### config.mk
export PLATFORM = sky130hd
export DESIGN_NAME = usf_uart_sir_fifo_irq
export DESIGN_NICKNAME = d
export VERILOG_FILES = /design/src/rtl/usf_pkg.sv /design/src/rtl/usf_fifo.sv /design/src/rtl/usf_sir.sv /design/src/rtl/usf_uart_sir_fifo_irq.sv
export SDC_FILE = /design/constraint.sdc
export NUM_CORES = 1
export LEC_CHECK = 0
export ABC_AREA = 1
export BUFFER_PORTS_ARGS = -buffer_cell sky130_fd_sc_hd__buf_4
export CAP_MARGIN = 0
export CORE_MARGIN = 2
export CORE_UTILIZATION = 58
export DETAILED_ROUTE_END_ITERATION = 7
export HOLD_SLACK_MARGIN = 0.12
export PLACE_DENSITY = 0.77
export SLEW_MARGIN = 0
export SYNTH_ARGS = -nofsm -noshare
export SYNTH_HDL_FRONTEND = slang
export SYNTH_SLANG_ARGS = --single-unit
### constraint.sdc
create_clock -name sys_clk -period 3.75 [get_ports sys_clk]
set_input_delay 0.375 -clock sys_clk [delete_from_list [all_inputs] [get_ports sys_clk]]
set_output_delay 0.375 -clock sys_clk [all_outputs]
set_load 0.1 [all_outputs]
### src/rtl/usf_pkg.sv
// Shared constants and types for the infrared serial port with FIFOs and events.
package usf_pkg;
	localparam int USF_DATA_W = 8;
	localparam int USF_RX_W = 12;
	localparam int USF_RXIN_W = 11;
	localparam int USF_FIFO_DEPTH = 16;
	localparam int USF_CNT_W = 5;
	localparam int USF_EV_W = 7;
	localparam int USF_DIVI_W = 16;
	localparam int USF_DIVF_W = 6;
	localparam int USF_LPDIV_W = 8;
	localparam int USF_TICK_W = 4;
	// Event bit positions.
	localparam int USF_EV_OVR = 0;
	localparam int USF_EV_BRK = 1;
	localparam int USF_EV_PAR = 2;
	localparam int USF_EV_FRM = 3;
	localparam int USF_EV_TMO = 4;
	localparam int USF_EV_TX = 5;
	localparam int USF_EV_RX = 6;
	// Receive word status positions.
	localparam int USF_RXW_FE = 8;
	localparam int USF_RXW_PE = 9;
	localparam int USF_RXW_BE = 10;
	localparam int USF_RXW_OE = 11;
	// Ticks of the 16x reference per bit and per infrared pulse.
	localparam logic [3:0] USF_PHASE_LAST = 4'hF;
	localparam logic [3:0] USF_PULSE_TICKS = 4'h3;
	localparam logic [USF_EV_W-1:0] USF_EV_LEVEL_HOLD = 7'h1F;
	typedef enum logic [2:0] {
		USF_LVL_1_8 = 3'h0,
		USF_LVL_1_4 = 3'h1,
		USF_LVL_1_2 = 3'h2,
		USF_LVL_3_4 = 3'h3,
		USF_LVL_7_8 = 3'h4
	} usf_level_t;
	localparam usf_level_t USF_LVL_RESET = USF_LVL_1_2;
	typedef enum logic [1:0] {
		USF_ENC_IDLE = 2'h1,
		USF_ENC_PULSE = 2'h2
	} usf_enc_t;
	// Fill count in eighths of the depth for a trigger selection.
	function automatic logic [USF_CNT_W-1:0] usf_trig(input logic [2:0] sel, input int depth);
		int k;
		k = 4;
		case (sel)
			USF_LVL_1_8: k = 1;
			USF_LVL_1_4: k = 2;
			USF_LVL_3_4: k = 6;
			USF_LVL_7_8: k = 7;
			default: k = 4;
		endcase
		return USF_CNT_W'((depth * k) / 8);
	endfunction
endpackage

### src/rtl/usf_fifo.sv
// Synchronous FIFO with a depth limit and registered read data.
`timescale 1ns/10ps
`default_nettype none
module usf_fifo #(
	parameter int WIDTH = 8,
	parameter int DEPTH = 32,
	parameter int CW = $clog2(DEPTH + 1)
) (
	input wire logic sys_clk,
	input wire logic srst,
	input wire logic [CW-1:0] limit,
	input wire logic in_valid,
	input wire logic [WIDTH-1:0] in_data,
	output var logic in_ready,
	output var logic out_valid,
	output var logic [WIDTH-1:0] out_data,
	input wire logic out_ready,
	output var logic [CW-1:0] count
);
	localparam int AW = $clog2(DEPTH);
	if (DEPTH < 2 || (1 << AW) != DEPTH || CW < $clog2(DEPTH + 1)) begin : g_chk
		$error("usf_fifo: depth must be a power of two and fit the count");
	end
	logic [WIDTH-1:0] mem_q [DEPTH];
	logic [AW-1:0] wp_q;
	logic [AW-1:0] rp_q;
	wire logic in_fire = in_valid & in_ready;
	wire logic out_fire = out_valid & out_ready;
	wire logic [AW-1:0] rp_d = out_fire ? AW'(rp_q + 1'b1) : rp_q;
	wire logic [CW-1:0] cnt_d = CW'(count + CW'(in_fire) - CW'(out_fire));
	wire logic fwd = in_fire && (wp_q == rp_d);
	always_ff @(posedge sys_clk) begin
		if (in_fire) begin
			mem_q[wp_q] <= in_data;
		end
	end
	always_ff @(posedge sys_clk) begin
		if (srst) begin
			wp_q <= '0;
			rp_q <= '0;
			count <= '0;
			in_ready <= 1'b1;
			out_valid <= 1'b0;
			out_data <= '0;
		end else begin
			wp_q <= in_fire ? AW'(wp_q + 1'b1) : wp_q;
			rp_q <= rp_d;
			count <= cnt_d;
			in_ready <= cnt_d < limit;
			out_valid <= cnt_d != '0;
			out_data <= fwd ? in_data : mem_q[rp_d];
		end
	end
endmodule
`default_nettype wire

### src/rtl/usf_sir.sv
// Infrared pulse encoder and decoder.
`timescale 1ns/10ps
`default_nettype none
module usf_sir
	import usf_pkg::*;
(
	input wire logic sys_clk,
	input wire logic srst,
	input wire logic lowpower,
	input wire logic baud_ref_x16_tick,
	input wire logic lp16_tick,
	input wire logic bit_start,
	input wire logic tx_bit,
	input wire logic rx_line,
	input wire logic rx_block,
	output var logic ir_out,
	output var logic rx_bit
);
	usf_enc_t enc_q;
	usf_enc_t enc_d;
	logic [USF_TICK_W-1:0] pcnt_q;
	logic [USF_TICK_W-1:0] pcnt_d;
	logic [USF_TICK_W-1:0] dcnt_q;
	logic dact_q;
	logic rx_prev_q;
	wire logic pulse_tick = lowpower ? lp16_tick : baud_ref_x16_tick;
	wire logic pulse_end = pulse_tick && (pcnt_q == USF_PULSE_TICKS - 4'h1);
	wire logic rx_fall = rx_prev_q && !rx_line && !rx_block;
	wire logic dec_end = baud_ref_x16_tick && (dcnt_q == USF_PHASE_LAST);
	wire logic dact_d = !rx_block && (rx_fall || (dact_q && !dec_end));
	always_comb begin
		enc_d = enc_q;
		pcnt_d = pcnt_q;
		case (enc_q)
			USF_ENC_IDLE: begin
				if (bit_start && !tx_bit) begin
					enc_d = USF_ENC_PULSE;
					pcnt_d = '0;
				end
			end
			USF_ENC_PULSE: begin
				if (pulse_end) begin
					enc_d = USF_ENC_IDLE;
				end else if (pulse_tick) begin
					pcnt_d = USF_TICK_W'(pcnt_q + 1'b1);
				end
			end
			default: begin
				enc_d = USF_ENC_IDLE;
			end
		endcase
	end
	always_ff @(posedge sys_clk) begin
		if (srst) begin
			enc_q <= USF_ENC_IDLE;
			pcnt_q <= '0;
			ir_out <= 1'b0;
		end else begin
			enc_q <= enc_d;
			pcnt_q <= pcnt_d;
			ir_out <= enc_d == USF_ENC_PULSE;
		end
	end
	always_ff @(posedge sys_clk) begin
		if (srst) begin
			rx_prev_q <= 1'b1;
			dact_q <= 1'b0;
			dcnt_q <= '0;
			rx_bit <= 1'b1;
		end else begin
			rx_prev_q <= rx_line;
			dact_q <= dact_d;
			dcnt_q <= rx_fall ? '0 : (baud_ref_x16_tick ? USF_TICK_W'(dcnt_q + 1'b1) : dcnt_q);
			rx_bit <= !dact_d;
		end
	end
endmodule
`default_nettype wire

### src/rtl/usf_uart_sir_fifo_irq.sv
// Infrared serial port core: 16x reference, SIR codec, FIFOs, flags and events.
`timescale 1ns/10ps
`default_nettype none
module usf_uart_sir_fifo_irq
	import usf_pkg::*;
#(
	parameter int DEPTH = USF_FIFO_DEPTH
) (
	input wire logic sys_clk,
	input wire logic srst,
	input wire logic port_enable,
	input wire logic sir_enable,
	input wire logic sir_lowpower,
	input wire logic loopback_enable,
	input wire logic fifo_enable_bit,
	input wire logic line_ctl_wr,
	input wire logic [USF_DIVI_W-1:0] divisor_int,
	input wire logic [USF_DIVF_W-1:0] divisor_frac,
	input wire logic [USF_LPDIV_W-1:0] lowpower_div,
	input wire logic level_select_wr,
	input wire logic [2:0] tx_level_select,
	input wire logic [2:0] rx_level_select,
	input wire logic [USF_EV_W-1:0] event_mask_bit,
	input wire logic [USF_EV_W-1:0] event_clear,
	input wire logic overrun_clear,
	input wire logic tx_wr_valid,
	input wire logic [USF_DATA_W-1:0] tx_wr_data,
	output var logic tx_wr_ready,
	input wire logic rx_rd_ready,
	output var logic rx_rd_valid,
	output var logic [USF_RX_W-1:0] rx_rd_data,
	output var logic baud_ref_x16,
	output var logic bit_tick,
	output var logic tx_char_valid,
	output var logic [USF_DATA_W-1:0] tx_char_data,
	input wire logic tx_char_ready,
	input wire logic tx_serial_bit,
	input wire logic tx_busy,
	output var logic rx_serial_bit,
	input wire logic rx_char_valid,
	input wire logic [USF_RXIN_W-1:0] rx_char_data,
	output var logic rx_char_ready,
	input wire logic rx_timeout,
	input wire logic serial_in_pin,
	output var logic serial_out_pin,
	output var logic tx_empty_flag,
	output var logic tx_full_flag,
	output var logic rx_empty_flag,
	output var logic rx_full_flag,
	output var logic rx_overrun,
	output var logic [USF_EV_W-1:0] raw_event,
	output var logic [USF_EV_W-1:0] masked_event,
	output var logic irq
);
	if (DEPTH != 8 && DEPTH != 16) begin : g_chk
		$error("usf_uart_sir_fifo_irq: DEPTH must be 8 or 16");
	end

	////////////////////////////////////////////////////////////////////////
	// Line control latch and trigger selections.
	logic fen_q;
	logic [USF_DIVI_W-1:0] divi_q;
	logic [USF_DIVF_W-1:0] divf_q;
	logic [2:0] tx_lvl_q;
	logic [2:0] rx_lvl_q;
	always_ff @(posedge sys_clk) begin
		if (srst) begin
			fen_q <= 1'b0;
			divi_q <= '0;
			divf_q <= '0;
		end else if (line_ctl_wr) begin
			fen_q <= fifo_enable_bit;
			divi_q <= divisor_int;
			divf_q <= divisor_frac;
		end
	end
	always_ff @(posedge sys_clk) begin
		if (srst) begin
			tx_lvl_q <= USF_LVL_RESET;
			rx_lvl_q <= USF_LVL_RESET;
		end else if (level_select_wr) begin
			tx_lvl_q <= tx_level_select;
			rx_lvl_q <= rx_level_select;
		end
	end
	wire logic [USF_CNT_W-1:0] fifo_limit = fen_q ? USF_CNT_W'(DEPTH) : USF_CNT_W'(1);
	wire logic [USF_CNT_W-1:0] tx_trig = usf_trig(tx_lvl_q, DEPTH);
	wire logic [USF_CNT_W-1:0] rx_trig = usf_trig(rx_lvl_q, DEPTH);

	////////////////////////////////////////////////////////////////////////
	// 16x baud reference with fractional divisor.
	logic [USF_DIVI_W:0] bcnt_q;
	logic [USF_DIVF_W-1:0] facc_q;
	logic carry_q;
	logic [USF_TICK_W-1:0] phase_q;
	logic bit_start_q;
	logic ref_tick_q;
	wire logic div_ok = port_enable && (divi_q != '0);
	wire logic [USF_DIVF_W:0] frac_sum = {1'b0, facc_q} + {1'b0, divf_q};
	wire logic [USF_DIVI_W:0] b_len = {1'b0, divi_q} + {{USF_DIVI_W{1'b0}}, carry_q};
	wire logic b_tick = div_ok && (bcnt_q >= b_len);
	wire logic last_phase = b_tick && (phase_q == USF_PHASE_LAST);
	always_ff @(posedge sys_clk) begin
		if (srst || !div_ok) begin
			bcnt_q <= (USF_DIVI_W + 1)'(1);
			facc_q <= '0;
			carry_q <= 1'b0;
			phase_q <= '0;
		end else if (b_tick) begin
			bcnt_q <= (USF_DIVI_W + 1)'(1);
			facc_q <= frac_sum[USF_DIVF_W-1:0];
			carry_q <= frac_sum[USF_DIVF_W];
			phase_q <= USF_TICK_W'(phase_q + 1'b1);
		end else begin
			bcnt_q <= (USF_DIVI_W + 1)'(bcnt_q + 1'b1);
		end
	end
	always_ff @(posedge sys_clk) begin
		if (srst) begin
			baud_ref_x16 <= 1'b0;
			bit_tick <= 1'b0;
			bit_start_q <= 1'b0;
			ref_tick_q <= 1'b0;
		end else begin
			baud_ref_x16 <= b_tick;
			bit_tick <= last_phase;
			bit_start_q <= bit_tick;
			// Delayed tick lines up with bit_start_q so a pulse spans three full tick periods.
			ref_tick_q <= baud_ref_x16;
		end
	end

	////////////////////////////////////////////////////////////////////////
	// Low-power 16x reference, independent of the baud divisor.
	logic [USF_LPDIV_W-1:0] lpcnt_q;
	logic lp_tick_q;
	wire logic lp_wrap = (lowpower_div != '0) && (lpcnt_q >= USF_LPDIV_W'(lowpower_div - 1'b1));
	always_ff @(posedge sys_clk) begin
		if (srst || lowpower_div == '0) begin
			lpcnt_q <= '0;
			lp_tick_q <= 1'b0;
		end else begin
			lpcnt_q <= lp_wrap ? '0 : USF_LPDIV_W'(lpcnt_q + 1'b1);
			lp_tick_q <= lp_wrap;
		end
	end

	////////////////////////////////////////////////////////////////////////
	// Transmit and receive FIFOs.
	logic [USF_CNT_W-1:0] tx_cnt;
	logic [USF_CNT_W-1:0] rx_cnt;
	logic ovr_tag_q;
	wire logic rx_fire = rx_char_valid && rx_char_ready;
	wire logic ovr_set = rx_char_valid && !rx_char_ready;
	usf_fifo #(
		.WIDTH(USF_DATA_W),
		.DEPTH(DEPTH),
		.CW(USF_CNT_W)
	) u_tx_fifo (
		.sys_clk(sys_clk),
		.srst(srst),
		.limit(fifo_limit),
		.in_valid(tx_wr_valid),
		.in_data(tx_wr_data),
		.in_ready(tx_wr_ready),
		.out_valid(tx_char_valid),
		.out_data(tx_char_data),
		.out_ready(tx_char_ready),
		.count(tx_cnt)
	);
	usf_fifo #(
		.WIDTH(USF_RX_W),
		.DEPTH(DEPTH),
		.CW(USF_CNT_W)
	) u_rx_fifo (
		.sys_clk(sys_clk),
		.srst(srst),
		.limit(fifo_limit),
		.in_valid(rx_char_valid),
		.in_data({ovr_tag_q, rx_char_data}),
		.in_ready(rx_char_ready),
		.out_valid(rx_rd_valid),
		.out_data(rx_rd_data),
		.out_ready(rx_rd_ready),
		.count(rx_cnt)
	);
	always_ff @(posedge sys_clk) begin
		if (srst) begin
			ovr_tag_q <= 1'b0;
			rx_overrun <= 1'b0;
		end else begin
			ovr_tag_q <= ovr_set || (ovr_tag_q && !rx_fire);
			rx_overrun <= ovr_set || (rx_overrun && !overrun_clear);
		end
	end
	always_ff @(posedge sys_clk) begin
		if (srst) begin
			tx_empty_flag <= 1'b1;
			tx_full_flag <= 1'b0;
			rx_empty_flag <= 1'b1;
			rx_full_flag <= 1'b0;
		end else begin
			tx_empty_flag <= tx_cnt == '0;
			tx_full_flag <= tx_cnt >= fifo_limit;
			rx_empty_flag <= rx_cnt == '0;
			rx_full_flag <= rx_cnt >= fifo_limit;
		end
	end

	////////////////////////////////////////////////////////////////////////
	// Serial path: pin filter, loopback, half-duplex guard and codec.
	logic [2:0] rxs_q;
	logic rx_filt_q;
	logic ir_out;
	logic dec_bit;
	always_ff @(posedge sys_clk) begin
		if (srst) begin
			rxs_q <= 3'h7;
			rx_filt_q <= 1'b1;
		end else begin
			rxs_q <= {rxs_q[1:0], serial_in_pin};
			rx_filt_q <= (rxs_q[1] == rxs_q[2]) ? rxs_q[2] : rx_filt_q;
		end
	end
	wire logic line_out = sir_enable ? ir_out : tx_serial_bit;
	wire logic loop_line = sir_enable ? !serial_out_pin : serial_out_pin;
	wire logic rx_line = loopback_enable ? loop_line : rx_filt_q;
	wire logic tx_active = tx_busy || tx_char_valid || ir_out;
	wire logic rx_block = sir_enable && !loopback_enable && tx_active;
	usf_sir u_sir (
		.sys_clk(sys_clk),
		.srst(srst),
		.lowpower(sir_lowpower),
		.baud_ref_x16_tick(ref_tick_q),
		.lp16_tick(lp_tick_q),
		.bit_start(bit_start_q),
		.tx_bit(tx_serial_bit),
		.rx_line(rx_line),
		.rx_block(rx_block),
		.ir_out(ir_out),
		.rx_bit(dec_bit)
	);
	always_ff @(posedge sys_clk) begin
		if (srst) begin
			serial_out_pin <= 1'b0;
			rx_serial_bit <= 1'b1;
		end else begin
			serial_out_pin <= line_out;
			rx_serial_bit <= sir_enable ? dec_bit : rx_line;
		end
	end

	////////////////////////////////////////////////////////////////////////
	// Event status, mask and interrupt request.
	logic tx_cond_q;
	logic rx_cond_q;
	wire logic tx_cond = fen_q ? (tx_cnt <= tx_trig) : (tx_cnt == '0);
	wire logic rx_cond = fen_q ? (rx_cnt >= rx_trig) : (rx_cnt != '0);
	logic [USF_EV_W-1:0] ev_set;
	always_comb begin
		ev_set = '0;
		ev_set[USF_EV_OVR] = ovr_set;
		ev_set[USF_EV_BRK] = rx_fire && rx_char_data[USF_RXW_BE];
		ev_set[USF_EV_PAR] = rx_fire && rx_char_data[USF_RXW_PE];
		ev_set[USF_EV_FRM] = rx_fire && rx_char_data[USF_RXW_FE];
		ev_set[USF_EV_TMO] = rx_timeout;
		ev_set[USF_EV_TX] = tx_cond && !tx_cond_q;
		ev_set[USF_EV_RX] = rx_cond && !rx_cond_q;
	end
	wire logic [USF_EV_W-1:0] ev_hold = USF_EV_LEVEL_HOLD | {rx_cond, tx_cond, 5'h00};
	wire logic [USF_EV_W-1:0] ev_d = ev_set | (raw_event & ~event_clear & ev_hold);
	wire logic [USF_EV_W-1:0] mev_d = ev_d & event_mask_bit;
	always_ff @(posedge sys_clk) begin
		if (srst) begin
			tx_cond_q <= 1'b0;
			rx_cond_q <= 1'b0;
			raw_event <= '0;
			masked_event <= '0;
			irq <= 1'b0;
		end else begin
			tx_cond_q <= tx_cond;
			rx_cond_q <= rx_cond;
			raw_event <= ev_d;
			masked_event <= mev_d;
			irq <= |mev_d;
		end
	end
endmodule
`default_nettype wire

==> results.toml <==
[worst_setup_path]
most_frequent_cell_on_the_critical_path = "ha_1"
worstSetupStartpointType = "register"
crit_path_cell_trace = "ha_1, ha_1, nand3_1, nor4_1, nand4_1, nor2_1, xor2_1, ha_1, a21o_1, nand2_1, nand2_1, inv_1, nand3_1, nor2_1, nand2_2, nor3b_1"
path_delay_family = "simple AND/OR/NAND/NOR gates"
timing.critical_path.buf_inv = 1
reg2reg_setup_slack_ns = 0.44
critPathRequiredTime_ns = 4.23
timing.critical_path.fanout_max = 18
slowest_delay_ns = 0.33
timing_worst_setup_path_type = "register to register"
critical-path-slowest-cell = "dfxtp_1"
arrival_ns = 3.79
endpoint_kind = "register"

[clocking]
clock_tree_from_tritoncts = "done"
cts_root_buffer = "clkbuf_16"
clockBufferDepth = 3
cts_max_level = 2
cts.reportedPaths.clkPinSlew_ns = 0.06
cts-buffers-inserted = 48
clock-sinks = 483
worstSkewPairLatency_ns = 0.58

[synth]
synth_edf_count = 320
post_synth_arst_share_pct = 0
synthesis.area_mm2 = 0.0225
postSynth.topFlopCell = "edfxtp_1"
syn-mean-instance-area_um2 = 9.19
synth_sequential_area_ratio_pct = 57.3
synth.distinct_cells = 42
postSynthCellCount = 2447
synthesis.nets = 2617
postSynthRegisterBits = 483
yosysWarningCount = 0

[final_layout]
num_antenna_cells = 0
seq_area_mm2 = 0.0129
areaGrowthSynthToFinish_pct = 16.0
finish.net_count = 2798
mostFrequentLayoutCell = "nand2_1"
num-fill-cells = 2835
multiInputGateArea_mm2 = 0.00784
final_cell_mix = "414 x nand2_1, 351 x inv_1, 320 x edfxtp_1, 319 x nor2_1, 302 x nand3_1"
final_design_area_no_fill_mm2 = 0.0261
layout-drive-gt1-share_pct = 9.78

[drt]
via_density = 5.51
1st_iter_drt_viols = 1826
drc = 0
route.detailed.wl_per_inst_um = 17.4
dr_total_vias = 17600
antenna_violating_nets_post_route = 0
drt_pass1_iterations = 5
routed_wirelength_um = 55600

[floorplanning]
top_level_ports = 135
die_area_mm2 = 0.0403
fp-row-count = 72
start_util_pct = 58.4
dieHeight_um = 201
coreArea_mm2 = 0.0385
die_width_um = 201

[placement]
port_buffers = 134
gp_weighted_congestion = 0.859
detailed_place_hpwl_um = 33500
placed_standard_cell_area_mm2 = 0.0240

[power_and_ir_drop]
netSwitchingFraction_pct = 35.4
ir_worst_vdd_mv = 0.417
total_switching_power_w = 0.00543
power.clock.fraction_pct = 30.3
pwr-share-comb_pct = 29.2
intPower_w = 0.00990
seq_power_share_pct = 40.6
cellPowerDensity_mw_per_mm2 = 588
p_leak_nw = 11.4

[timing]
setup_violations = 0
clock-skew-final_ns = 0.0176
maxSlewViolCount = 0
tns_ns = 0
layout_worst_path_cycle_share_pct = 88.1
slew-limit-headroom_pct = 38.1
layout_min_cycle_time_ns = 3.31
maximum_clock_frequency_mhz = 303
grt_setup_unrepaired = "no"
max_slew.worst_pin.slew_ns = 0.925
final_hold_viol_count = 0

[grt]
first_global_vias = 17400
grt_util_all_layers_pct = 27.6
grt_pass1_wl_um = 88700
antenna_found_initial = 0
congestion_overflow_gr = 0
grt_start_max_net_pins = 73

[job]
cap_violations = 0

[run_status]
outcome = "complete, no violations"

[worst_hold_path]
worst_hold_path_type = "primary input to register"
[registers in the layout (all words and copies together), names as in the netlist, 6 cells and up, named ones only]
name	flops
masked_event	7
raw_event	7
u_tx_fifo.out_data	8
divf_q	6
lpcnt_q	8
u_rx_fifo.mem_q	192
u_rx_fifo.out_data	12
u_tx_fifo.mem_q	128
facc_q	6
bcnt_q	17
divi_q	16
[cell usage after synthesis (all sizes together) (2+ instances only)]
cell / count / area [um2]
a21boi: 2 / 15.0
a21o: 4 / 30.0
a21oi: 62 / 314
a31oi: 4 / 25.0
buf: 56 / 289
clkbuf: 37 / 139
clkinv: 2 / 7.51
dfxtp: 163 / 3260
edfxtp: 320 / 9610
fa: 3 / 60.1
ha: 80 / 1000
inv: 358 / 1340
nand2: 421 / 1600
nand3: 304 / 1530
nand3b: 101 / 758
nand4: 15 / 93.8
nor2: 321 / 1210
nor3: 17 / 85.1
nor3b: 3 / 22.5
nor4: 2 / 12.5
o211ai: 2 / 15.0
o21ai: 107 / 536
o21bai: 4 / 30.0
o22ai: 3 / 18.8
or2: 6 / 37.5
xnor2: 13 / 114
xor2: 32 / 280
[cell families (layout without fill, tap and decap cells)]
kind of cell             count (synthesis)  after routing  synth area share [%]
AND/OR/NAND/NOR                       1190           1190                  23.8
flip-flops                             483            483                  57.3
buffers and inverters                  453            674                  7.92
AO/OA/AOI/OAI                          192            192                  4.51
adder cells (fa/ha/maj)                 83             83                  4.72
XOR/XNOR                                45             45                  1.75
multiplexers                             1              1                0.0445
[repair_timing]
item                                   in CTS  in global routing
endpoints found under the hold margin      94                  0
buffers inserted                            0                  0
gates resized for setup                     0                  0
hold buffers                               57                  0
[power by group through the flow]
stage | sequential (W) | combinational (W) | clock, W
final | 0.00622 | 0.00447 | 0.00464
after CTS | 0.00621 | 0.00442 | 0.00468
after floorplan | 0.00730 | 0.00226 | 0
after global routing | 0.00625 | 0.00490 | 0.00489
after detailed placement | 0.00632 | 0.00433 | 0
after global placement | 0.00631 | 0.00423 | 0
[through the flow]
| step | setup slack, ns | util (%) | hold slack (ns) | std cells | total power (W) |
|---|---|---|---|---|---|
| after global placement | 0.549 | 62.3 | 0.402 | 3039 | 0.0105 |
| after detailed placement | 0.481 | 62.3 | 0.411 | 3039 | 0.0107 |
| after global routing | 0.0748 | 67.8 | 0.141 | 3186 | 0.0160 |
| final | 0.445 | 67.8 | 0.135 | 3186 | 0.0153 |
| after floorplan | 0.540 | - | 0.389 | 2447 | 0.00956 |
| after CTS | 0.453 | 67.8 | 0.122 | 3186 | 0.0153 |
[layout make-up]
cell class / instances / share of cell area (%)
repair buffers: 224 / 7.05
clock buffers: 69 / 5.32
clock inverters: 21 / 0.509
multi-input cells: 1511 / 30.1
well taps: 518 / 2.49
flip-flops and latches: 483 / 49.4
inverters: 360 / 5.18
[final timing paths]
path                                      start               endpoint  cells after the start
worst max-delay path                  divi_q[0]              bcnt_q[4]                     16
worst min-delay path            rx_char_data[4]  u_rx_fifo.mem_q[8][4]                      1
worst max register to register        divi_q[0]              bcnt_q[4]                     16
worst min register to register         rxs_q[0]               rxs_q[1]                      1
[metal layers]
| layer | part of all wire, % | GRT usage, % | vias to the layer above | wire length, um |
|---|---|---|---|---|
| li1 | - | - | 8403 | - |
| met1 | 40 | 35.6 | 8207 | 22500 |
| met2 | 48 | 46.7 | 813 | 26500 |
| met3 | 9.1 | 5.41 | 128 | 5040 |
| met4 | 2.8 | 9.71 | 0 | 1540 |
| met5 | 0 | 0 | - | 0 |
No activity file was read; power rests on OpenSTA's default activity.
